`config.mk`:
```
export PLATFORM = sky130hd
export DESIGN_NAME = ldc_config_regs
export DESIGN_NICKNAME = d
export VERILOG_FILES = /design/src/rtl/ldc_pkg.sv /design/src/rtl/ldc_run_counter.sv /design/src/rtl/ldc_config_regs.sv
export SDC_FILE = /design/constraint.sdc
export NUM_CORES = 1
export LEC_CHECK = 0
export ABC_AREA = 1
export BUFFER_PORTS_ARGS = -buffer_cell sky130_fd_sc_hd__buf_2
export CAP_MARGIN = 20
export CORE_MARGIN = 1.5
export CORE_UTILIZATION = 53
export CTS_CLUSTER_DIAMETER = 120
export CTS_CLUSTER_SIZE = 16
export DETAILED_ROUTE_END_ITERATION = 10
export HOLD_SLACK_MARGIN = 0.15
export PLACE_DENSITY = 0.86
export SYNTH_ARGS = -nofsm -noshare
export SYNTH_HDL_FRONTEND = slang
export SYNTH_SLANG_ARGS = --single-unit
```
`constraint.sdc`:
```
create_clock -name mclk_i -period 2.1 [get_ports mclk_i]
set_input_delay 0.315 -clock mclk_i [delete_from_list [all_inputs] [get_ports mclk_i]]
set_output_delay 0.315 -clock mclk_i [all_outputs]
set_load 0.01 [all_outputs]
```
`src/rtl/ldc_pkg.sv`:
```
/*
  Package for the loop DAC configuration register bank: register
  offsets, field positions, reset values, commands and carrier types.
  Assumes a single 25 MHz clock and an Avalon-MM slave with waitrequest.
*/
// Notes on behaviour
// Key 0x95 unlocks; other values lock.
// Output code frozen while unlocked; code still takes the fault level code whenever error is set.
// Force field 01 sets, 10 clears error.
// Error asserted after power-on.
// Valid frame clears error.
// Force command bits self clear.
// Soft reset bit restores defaults, self clears.
// Host writes zero to reserved bits.
// Acknowledge per valid frame when enabled.
// Framing errors reported only when enabled.
// Parity errors reported only when enabled.
// Idle channel reported only when enabled.
// Loop faults reported only when enabled.
// Threshold is stored run value plus one; the code uses only the low four bits of the run register.
// Error entered after threshold consecutive errors.
// Low level: low register upper byte, zero lower.
// Low register defaults to 0x24.
// High level: high register, default 0xE8.
// Valid frame zeroes consecutive error counter.
// Locked registers ignore writes except key.
package ldc_pkg;
  localparam logic [2:0] ADDR_KEY   = 3'h0;
  localparam logic [2:0] ADDR_CTRL  = 3'h1;
  localparam logic [2:0] ADDR_REPEN = 3'h2;
  localparam logic [2:0] ADDR_RUN   = 3'h3;
  localparam logic [2:0] ADDR_LOW   = 3'h4;
  localparam logic [2:0] ADDR_HIGH  = 3'h5;
  localparam logic [2:0] ADDR_STAT  = 3'h6;

  localparam logic [7:0] KEY_UNLOCK  = 8'h95;
  localparam logic [7:0] RST_KEY     = 8'h00;
  localparam logic [7:0] RST_CTRL    = 8'h08;
  localparam logic [7:0] RST_REPEN   = 8'h1f;
  localparam logic [7:0] RST_RUN     = 8'h08;
  localparam logic [7:0] RST_LOW     = 8'h24;
  localparam logic [7:0] RST_HIGH    = 8'he8;
  localparam logic [7:0] CODE_LOW_BYTE = 8'h00;

  localparam int CTRL_SRST   = 0;
  localparam int CTRL_FORCE_LO = 3;
  localparam int CTRL_FORCE_HI = 4;
  localparam int EN_LOOP    = 0;
  localparam int EN_CHANNEL = 1;
  localparam int EN_PARITY  = 2;
  localparam int EN_FRAME   = 3;
  localparam int EN_ACK     = 4;

  localparam logic [1:0] FORCE_SET   = 2'b01;
  localparam logic [1:0] FORCE_CLEAR = 2'b10;

  typedef enum logic [1:0] {
    LDC_IDLE = 2'b00,
    LDC_WAIT = 2'b01,
    LDC_DONE = 2'b11
  } ldc_bus_state_type;

  typedef struct packed {
    logic valid_frame;
    logic frame_error;
    logic parity_error;
    logic channel_idle;
    logic loop_fault;
  } ldc_link_event_type;

  typedef struct packed {
    logic frame;
    logic parity;
    logic channel;
    logic loop;
  } ldc_report_type;
endpackage

```
`src/rtl/ldc_run_counter.sv`:
```
/*
  Consecutive framing/parity error counter with programmable threshold.
  Assumes events are one-cycle pulses synchronous to the clock.
*/
`timescale 1ns/1ps
`default_nettype none
module ldc_run_counter
#(
  parameter int WIDTH = 4
)
(
  input  wire logic             mclk_i,
  input  wire logic             clear_i,
  input  wire logic             error_i,
  input  wire logic             good_i,
  input  wire logic [WIDTH-1:0] limit_i,
  output logic                  hit_o
);
  logic [WIDTH:0] count_reg;
  logic [WIDTH:0] count_next;
  logic           hit_next;
  logic           hit_reg;

  always_comb
  begin
    count_next = count_reg;
    hit_next   = 1'b0;
    // frame resets count
    if (clear_i || good_i)
    begin
      count_next = '0;
    end
    else if (error_i)
    begin
      // threshold is limit plus one
      if (count_reg + (WIDTH+1)'(1) >= {1'b0, limit_i} + (WIDTH+1)'(1))
      begin
        // run reached threshold
        hit_next   = 1'b1;
        count_next = '0;
      end
      else
      begin
        count_next = count_reg + (WIDTH+1)'(1);
      end
    end
  end

  always_ff @(posedge mclk_i)
  begin
    count_reg <= count_next;
    hit_reg   <= hit_next;
  end

  assign hit_o = hit_reg;
endmodule // ldc_run_counter
`default_nettype wire

```
`src/rtl/ldc_config_regs.sv`:
```
/*
  Configuration register bank of a single-wire loop DAC: write key,
  commands, report enables, error run limit, fault levels and the
  resulting output code. Assumes link events arrive as decoded pulses
  and that the host reaches the registers over Avalon-MM.
*/
`timescale 1ns/1ps
`default_nettype none
module ldc_config_regs
(
  input  wire logic                        mclk_i,
  input  wire logic                        rst_i,
  input  wire logic [2:0]                  avs_address_i,
  input  wire logic                        avs_read_i,
  input  wire logic                        avs_write_i,
  input  wire logic [31:0]                 avs_writedata_i,
  input  wire logic [3:0]                  avs_byteenable_i,
  output logic [31:0]                      avs_readdata_o,
  output logic                             avs_waitrequest_o,
  input  wire ldc_pkg::ldc_link_event_type link_event_i,
  input  wire logic [15:0]                 frame_code_i,
  input  wire logic                        fault_level_select_i,
  output logic [15:0]                      output_code_o,
  output logic                             error_state_o,
  output logic                             ack_pulse_o,
  output ldc_pkg::ldc_report_type          report_o
);
  ldc_pkg::ldc_bus_state_type state_reg;
  ldc_pkg::ldc_bus_state_type state_next;
  logic [31:0] rdata_reg;
  logic [31:0] rdata_next;
  logic [7:0]  write_key_reg;
  logic [7:0]  write_key_next;
  logic [7:0]  control_cmd_reg;
  logic [7:0]  control_cmd_next;
  logic [7:0]  report_enable_reg;
  logic [7:0]  report_enable_next;
  logic [7:0]  error_run_reg;
  logic [7:0]  error_run_next;
  logic [7:0]  low_fault_reg;
  logic [7:0]  low_fault_next;
  logic [7:0]  high_fault_reg;
  logic [7:0]  high_fault_next;
  logic        error_reg;
  logic        error_next;
  logic [15:0] dac_code_reg;
  logic [15:0] dac_code_next;
  logic [15:0] code_reg;
  logic [15:0] code_next;
  logic        ack_reg;
  logic        ack_next;
  ldc_pkg::ldc_report_type report_reg;
  ldc_pkg::ldc_report_type report_next;
  logic        soft_rst;
  logic        any_rst;
  logic        unlocked;
  logic        wr_take;
  logic        run_hit;
  logic [1:0]  force_cmd;

  assign soft_rst = control_cmd_reg[ldc_pkg::CTRL_SRST];
  assign any_rst  = rst_i || soft_rst;
  assign unlocked = (write_key_reg == ldc_pkg::KEY_UNLOCK);
  // A write lands at the edge where the master sees waitrequest low.
  assign wr_take  = avs_write_i && (state_reg == ldc_pkg::LDC_DONE)
                    && avs_byteenable_i[0];
  assign force_cmd = control_cmd_reg[ldc_pkg::CTRL_FORCE_HI:
                                     ldc_pkg::CTRL_FORCE_LO];

  ldc_run_counter #(
    .WIDTH (4)
  ) u_run (
    .mclk_i  (mclk_i),
    .clear_i (any_rst),
    .error_i (link_event_i.frame_error || link_event_i.parity_error),
    .good_i  (link_event_i.valid_frame),
    .limit_i (error_run_reg[3:0]),
    .hit_o   (run_hit)
  );

  // Two wait states: request seen in IDLE, then answered in DONE two cycles later.
  always_comb
  begin
    state_next = state_reg;
    rdata_next = rdata_reg;
    case (state_reg)
      ldc_pkg::LDC_IDLE:
      begin
        if (avs_read_i || avs_write_i)
        begin
          state_next = ldc_pkg::LDC_WAIT;
        end
      end
      ldc_pkg::LDC_WAIT:
      begin
        state_next = ldc_pkg::LDC_DONE;
        rdata_next = '0;
        case (avs_address_i)
          ldc_pkg::ADDR_KEY:   rdata_next[7:0] = write_key_reg;
          ldc_pkg::ADDR_CTRL:  rdata_next[7:0] = control_cmd_reg;
          ldc_pkg::ADDR_REPEN: rdata_next[7:0] = report_enable_reg;
          ldc_pkg::ADDR_RUN:   rdata_next[7:0] = error_run_reg;
          ldc_pkg::ADDR_LOW:   rdata_next[7:0] = low_fault_reg;
          ldc_pkg::ADDR_HIGH:  rdata_next[7:0] = high_fault_reg;
          ldc_pkg::ADDR_STAT:  rdata_next[1:0] = {unlocked, error_reg};
          default:             rdata_next = '0;
        endcase
      end
      ldc_pkg::LDC_DONE:
      begin
        state_next = ldc_pkg::LDC_IDLE;
      end
      default:
      begin
        state_next = ldc_pkg::LDC_IDLE;
      end
    endcase
  end

  always_comb
  begin
    write_key_next     = write_key_reg;
    control_cmd_next   = control_cmd_reg;
    report_enable_next = report_enable_reg;
    error_run_next     = error_run_reg;
    low_fault_next     = low_fault_reg;
    high_fault_next    = high_fault_reg;
    error_next         = error_reg;
    // force bits self clear
    control_cmd_next[ldc_pkg::CTRL_FORCE_HI:ldc_pkg::CTRL_FORCE_LO] = 2'b00;
    // force clear command
    if (force_cmd == ldc_pkg::FORCE_CLEAR)
    begin
      error_next = 1'b0;
    end
    // valid frame clears error
    if (link_event_i.valid_frame)
    begin
      error_next = 1'b0;
    end
    // force set wins last
    if (force_cmd == ldc_pkg::FORCE_SET)
    begin
      error_next = 1'b1;
    end
    // threshold run enters error
    if (run_hit)
    begin
      error_next = 1'b1;
    end
    if (wr_take)
    begin
      // any key write other than 0x95 relocks
      if (avs_address_i == ldc_pkg::ADDR_KEY)
      begin
        write_key_next = avs_writedata_i[7:0];
      end
      // locked writes ignored
      else if (unlocked)
      begin
        case (avs_address_i)
          ldc_pkg::ADDR_CTRL:  control_cmd_next   = avs_writedata_i[7:0];
          ldc_pkg::ADDR_REPEN: report_enable_next = avs_writedata_i[7:0];
          ldc_pkg::ADDR_RUN:   error_run_next     = avs_writedata_i[7:0];
          ldc_pkg::ADDR_LOW:   low_fault_next     = avs_writedata_i[7:0];
          ldc_pkg::ADDR_HIGH:  high_fault_next    = avs_writedata_i[7:0];
          default:             control_cmd_next   = control_cmd_next;
        endcase
      end
    end
  end

  always_comb
  begin
    dac_code_next = dac_code_reg;
    code_next     = code_reg;
    ack_next      = 1'b0;
    report_next   = '0;
    // code frozen while unlocked
    if (link_event_i.valid_frame && !unlocked)
    begin
      dac_code_next = frame_code_i;
    end
    if (error_reg)
    begin
      // low level code
      // high level code
      code_next = fault_level_select_i
                  ? {high_fault_reg, ldc_pkg::CODE_LOW_BYTE}
                  : {low_fault_reg, ldc_pkg::CODE_LOW_BYTE};
    end
    else if (!unlocked)
    begin
      code_next = dac_code_reg;
    end
    // acknowledge gated by enable
    ack_next = link_event_i.valid_frame
               && report_enable_reg[ldc_pkg::EN_ACK];
    // framing report gate
    report_next.frame   = link_event_i.frame_error
                          && report_enable_reg[ldc_pkg::EN_FRAME];
    // parity report gate
    report_next.parity  = link_event_i.parity_error
                          && report_enable_reg[ldc_pkg::EN_PARITY];
    // idle channel gate
    report_next.channel = link_event_i.channel_idle
                          && report_enable_reg[ldc_pkg::EN_CHANNEL];
    // loop fault gate
    report_next.loop    = link_event_i.loop_fault
                          && report_enable_reg[ldc_pkg::EN_LOOP];
  end

  always_ff @(posedge mclk_i)
  begin
    if (rst_i)
    begin
      state_reg <= ldc_pkg::LDC_IDLE;
      rdata_reg <= '0;
    end
    else
    begin
      state_reg <= state_next;
      rdata_reg <= rdata_next;
    end
  end

  // soft reset restores defaults
  always_ff @(posedge mclk_i)
  begin
    if (any_rst)
    begin
      write_key_reg     <= ldc_pkg::RST_KEY;
      // Reset value keeps bit 0 clear, so the soft reset ends itself.
      control_cmd_reg   <= ldc_pkg::RST_CTRL;
      report_enable_reg <= ldc_pkg::RST_REPEN;
      error_run_reg     <= ldc_pkg::RST_RUN;
      // low level default
      low_fault_reg     <= ldc_pkg::RST_LOW;
      high_fault_reg    <= ldc_pkg::RST_HIGH;
      // error set at power-on
      error_reg         <= 1'b1;
      dac_code_reg      <= '0;
      code_reg          <= '0;
      ack_reg           <= 1'b0;
      report_reg        <= '0;
    end
    else
    begin
      write_key_reg     <= write_key_next;
      control_cmd_reg   <= control_cmd_next;
      report_enable_reg <= report_enable_next;
      error_run_reg     <= error_run_next;
      low_fault_reg     <= low_fault_next;
      high_fault_reg    <= high_fault_next;
      error_reg         <= error_next;
      dac_code_reg      <= dac_code_next;
      code_reg          <= code_next;
      ack_reg           <= ack_next;
      report_reg        <= report_next;
    end
  end

  assign avs_readdata_o    = rdata_reg;
  assign avs_waitrequest_o = !(state_reg == ldc_pkg::LDC_DONE);
  assign output_code_o     = code_reg;
  assign error_state_o     = error_reg;
  assign ack_pulse_o       = ack_reg;
  assign report_o          = report_reg;
endmodule // ldc_config_regs
`default_nettype wire

```
======== Yosys cells after proc, flatten, opt, wreduce, memory -nomap -nowiden ========
Index checks and enable logic that the tools add are counted.
word-level totals
  register bits ........................... 102
  bits of input ports ..................... 65
  output and inout port bits .............. 55
  logic and storage cells ................. 82
operators by class
  add/sub/neg operators ................... 2
  order comparisons ....................... 1
  equality and inequality tests ........... 13
  multiplexer cells ....................... 15
  bitwise logic cells ..................... 5
  reduce and logical (&&, ||, !) cells .... 26
operators with widths
  operator             number
  $mux 16              3
  $pmux 6 s6           1
  $reduce_and 4->1     5
  $mux 4               4
  $pmux 2 s7           1
  $eq 3x3->1 const B   3
  $eq 8x8->1 const B   1
  $logic_and 1x1->1    8
  $eq 3x2->1 const B   2
  $add 4x1->5 const B  1
  $add 5x1->5 const B  1
  $ge 5x5->1           1
  $mux 5               1
  $not 1->1            5
  $reduce_or 5->1      1
  $eq 2x1->1 const B   2
  $eq 2x2->1 const B   2
  $logic_or 1x1->1     4
  $ne 2x2->1 const B   2
  $pmux 2 s2           1
  $eq 3x1->1 const B   1
  $logic_not 3->1      1
  $mux 1               3
  $reduce_or 3->1      1
  6 further kinds      7

======== Depth between registers and ports, before layout ========
  depth in word-level cells ............... 5
  gate-level depth with buffers ........... 9
  mapped depth without buffers ............ 9

======== Hierarchy ========
Synthesis repeated with hierarchy kept, for this count alone.
second synthesis, totals
  cells, all modules ...................... 624
  area, all modules ....................... 4,581.9 µm²
modules (own cells, without submodules)
  module           times used  cells each  area an instance (µm²)  seq. area each (µm²)
  ldc_config_regs  1           559         4,127.7                 1,921.8
  ldc_run_counter  1           65          454.2                   120.1

======== Least setup slack after synthesis ========
OpenSTA, ideal clock, no wires.
  path type ............................... register to register
  start ................................... register u_run.count_reg[0]
  end ..................................... register u_run.count_reg[1]
  setup time .............................. 70 ps
  arrival ................................. 1,727 ps
  required time ........................... 2,030 ps
  slack ................................... 304 ps
  stages on the path, launching flop included .. 10
  buffers on the path ..................... 0
  period minus slack after synthesis ...... 1,796 ps
  cells stage by stage .................... dfxtp_1 -> ha_1 -> nand3_1 -> xnor2_1 -> ha_1 -> a21oi_1 -> o21ai_0 -> nor2_1 -> nand3_1 -> a21oi_1
on the way
  longest elaborated chain between the ends .. 3
RTL lines
  item                      line                                          RTL
  start: declaration        ldc_run_counter.sv:19                         logic [WIDTH:0] count_reg;
  start signal: assignment  ldc_run_counter.sv:51                         count_reg <= count_next;
  $add 5x1->5 (*)           ldc_run_counter.sv:36, ldc_run_counter.sv:44
  $ge 5x5->1                ldc_run_counter.sv:36                         if (count_reg + (WIDTH+1)'(1) >= {1'b0, limit_i} + (WIDTH+1)'(1))
  $mux 5 (*)                ldc_run_counter.sv:36
Every way passes the cells marked *; elsewhere a longest branch is shown, timed or not.
A chain may end at the register's enable or synchronous reset.

======== Worst setup path after layout ========
  start ................................... register u_run.count_reg[0]
  end ..................................... register u_run.count_reg[3]
The elaborated chain is that of the path after synthesis.

==> summary.md <==
| Metric | Value |
|---|---|
| Reg2Reg Capture Point | `u_run.count_reg[3]` |
| Core area | `8260 um2` |
| Int Pwr | `2670 uW` |
| Slew margin rel. | `49.6%` |
| Largest net degree at the start of global routing | `43` |
| Placer Congestion | `0.929` |
| Largest stage delay, worst path | `350 ps` |
| Largest fanout on the critical path | `6` |
| Crit path DAT | `2310 ps` |
| R2R depth | `9` |
| Detailed Routing Iterations Pass 1 | `5` |
| Pwr dens | `705 nW/um2` |
| H-tree Lvls | `3` |
| Setup-failing EPs final | `0` |
| Sw Pwr | `936 uW` |
| VDD IR max | `0.557 mV` |
| Total global-route track usage | `25.4%` |
| Worst-Margin Slew | `754 ps` |
| Met2 WL | `5070 um` |
| Area Overhead vs Synth | `12.3%` |
| Combinational share of power | `9.7%` |
| Max_cap viols | `0` |
| DPL Wire Length | `8270 um` |
| Clock skew | `7.04 ps` |
| Critical path class | `reg2reg` |
| I/O pins | `120` |
| Critical Path Sink | `u_run.count_reg[3]` |
| Number of synthesized register bits | `102` |
| Post-synthesis async set-or-reset flop share | `0%` |
| Metal3 WL | `903 um` |
| Final antenna-violating net count | `0` |
| Primary FF master, synth | `dfxtp_1` |
| Mapped Area | `4550 um2` |
| Slowest stage cell, crit path | `dfxtp_2` |
| CTS tree | `done` |
| Num CTS Buffers | `9` |
| Clock root buffer | `clkbuf_8` |
| Initial antenna violation count | `0` |
| Status | `complete, no violations` |
| Clk sinks | `102` |
| Switching part of the total power | `26.0%` |
| Drt wl/cell | `14.2 um` |
| Top sig layer | `met4` |
| Die X-Extent | `95.7 um` |
| Syn Area/Cell | `7.52 um2` |
| Initial Utilization | `55.1%` |
| WL final | `11100 um` |
| Post-Place Cells | `765` |
| Count leader, synth | `nor2_1` |
| R2r startpoint | `u_run.count_reg[0]` |
| Post-synth top area cell | `dfxtp_1` |
| P_leak | `0.00249 uW` |
| Synth area leaders | `dfxtp_1, nor2_1, o21ai_0` |
| Clk pwr share | `34.2%` |
| Worst-path cell chain | `ha_2 > nand3_1 > xnor2_2 > ha_1 > a21oi_1 > o21ai_0 > nor2_2 > nand3_1 > a21oi_1` |
| Tmin final | `2010 ps` |
| Worst Hold Class | `in2reg` |
| Finished Layout Cells | `783` |
| Final Util | `61.9%` |
| Fmax | `499 MHz` |
| Seq/Total Area, Yosys | `44.9%` |
| Std-Cell Rows | `33` |
| Post-CTS Hold Fix Bufs | `0` |
| Worst skew pair latency | `360 ps` |
| DRC viols | `0` |
| Flop2flop setup slack | `90 ps` |
| N_diodes | `0` |
| Commonest cells in the netlist | `nor2_1, dfxtp_1, nand2_1` |
| Die area | `9150 um2` |
| Critical path startpoint | `u_run.count_reg[0]` |
| Die span in y | `95.7 um` |
| Number of global-route vias before repair | `3859` |
| Vias | `4246` |
| First-pass GRT wire length | `17800 um` |
| Synth warn | `0` |
| Final Max Tran Viols | `0` |
| Flop pwr share | `56.1%` |
| Hold Vio Cnt, Final | `0` |
| Critical Path RT | `2400 ps` |
| Nature of the critical path startpoint | `register` |
| CP Capture Type | `register` |
| EDFF count, synth | `0` |
| Cells after Synth | `605` |
| Fillers | `714` |
| Worst-path clk slew | `90 ps` |
| Initial DRC count | `355` |
| Met1 wire length | `4740 um` |
| Global route overflow | `0` |
| Vias/cell | `5.42` |
| Period utilization | `95.5%` |
| Share of Yosys cell area claimed by the top area cell type | `44.9%` |
| Clk buf depth | `2` |
| Synth cell types | `34` |
| Nets@finish | `745` |
| Share of layout cells above drive strength 1 | `17.7%` |
| Buffers added on ports | `68` |
==> timing repair <==
action                                  CTS  global route
pin swaps                                 0             2
resized for setup                         1             4
setup buffers                             0             2
endpoints found under the setup margin    3             5
==> cells by family (layout without fill, tap and decap cells) <==
kind of cell             Yosys count  count (layout)  share of synthesized area, %
adder cells (fa/ha/maj)            7               7                          1.93
XOR/XNOR                           5               5                         0.963
flip-flops                       102             102                          44.9
other                              1              24                        0.0824
buffers and inverters             97             147                          10.3
AO/OA/AOI/OAI                    148             148                          17.6
AND/OR/NAND/NOR                  245             245                          24.2
==> how the worst min path moves through the flow <==
stage	from	endpoint	cells after the start
after floorplan	u_run.hit_o	error_state_o	2
after global placement	u_run.hit_o	error_state_o	2
after detailed placement	u_run.hit_o	error_state_o	2
after CTS	link_event_i[1]	report_o[1]	3
after global routing	link_event_i[1]	report_o[1]	3
final	link_event_i[0]	report_o[0]	3
==> placed cells by master (no fill, tap or decap), types with 5 or more instances in the layout <==
cell / n
nand2_1: 83
nand2_4: 6
nand4_1: 5
a21oi_1: 46
conb_1: 24
clkinv_2: 5
o22ai_1: 8
dfxtp_1: 100
inv_1: 51
buf_4: 6
o21ai_0: 82
nand3_1: 25
nor2_1: 109
nor3_1: 7
buf_2: 68
ha_1: 6
clkbuf_8: 9
==> metal layers <==
layer,vias to the layer above,track usage (%)
met1,1936,31.3
met2,204,41.3
li1,2069,-
met5,-,0
met4,0,12.9
met3,37,6.06
==> power by group through the flow <==
stage	combinational (uW)	clock (uW)	sequential (uW)
finish	349	1230	2020
floorplan	226	0	2070
global placement	328	0	2060
detailed placement	339	0	2070
CTS	342	1240	2020
global route	392	1320	2030
==> area by class of cell <==
class | instances | area (um2) | share of cell area, %
clock buffer | 9 | 124 | 2.42
clock inverter | 7 | 71.3 | 1.40
inverter | 57 | 219 | 4.28
multi-input combinational | 429 | 2140 | 41.8
sequential | 102 | 2040 | 40.0
tap | 105 | 131 | 2.57
timing repair buffer | 74 | 385 | 7.54
==> worst max-delay path, delay by kind of cell, from the launching register on <==
| family | cells | cell delay [ps] |
|---|---|---|
| AOI/OAI and AO/OA | 3 | 410 |
| xor gates and xnor gates | 1 | 170 |
| adders and majority gates | 2 | 530 |
| DFF | 1 | 350 |
| and+or+nand+nor | 3 | 480 |
==> metrics by stage <==
stage / total power, uW / hold slack (ps) / TNS, ps / worst slack (ps) / area, um2
3_5_place_dp: 2410 / 426 / -44.4 / -29.5 / 4890
3_3_place_gp: 2390 / 430 / 0 / 145 / 4890
5_1_grt: 3740 / 180 / -0.622 / -0.622 / 5110
2_1_floorplan: 2300 / 408 / 0 / 304 / 4640
6_report: 3600 / 173 / 0 / 94.3 / 5110
4_1_cts: 3610 / 167 / 0 / 55.0 / 5080
No activity file was read; power rests on OpenSTA's default activity.
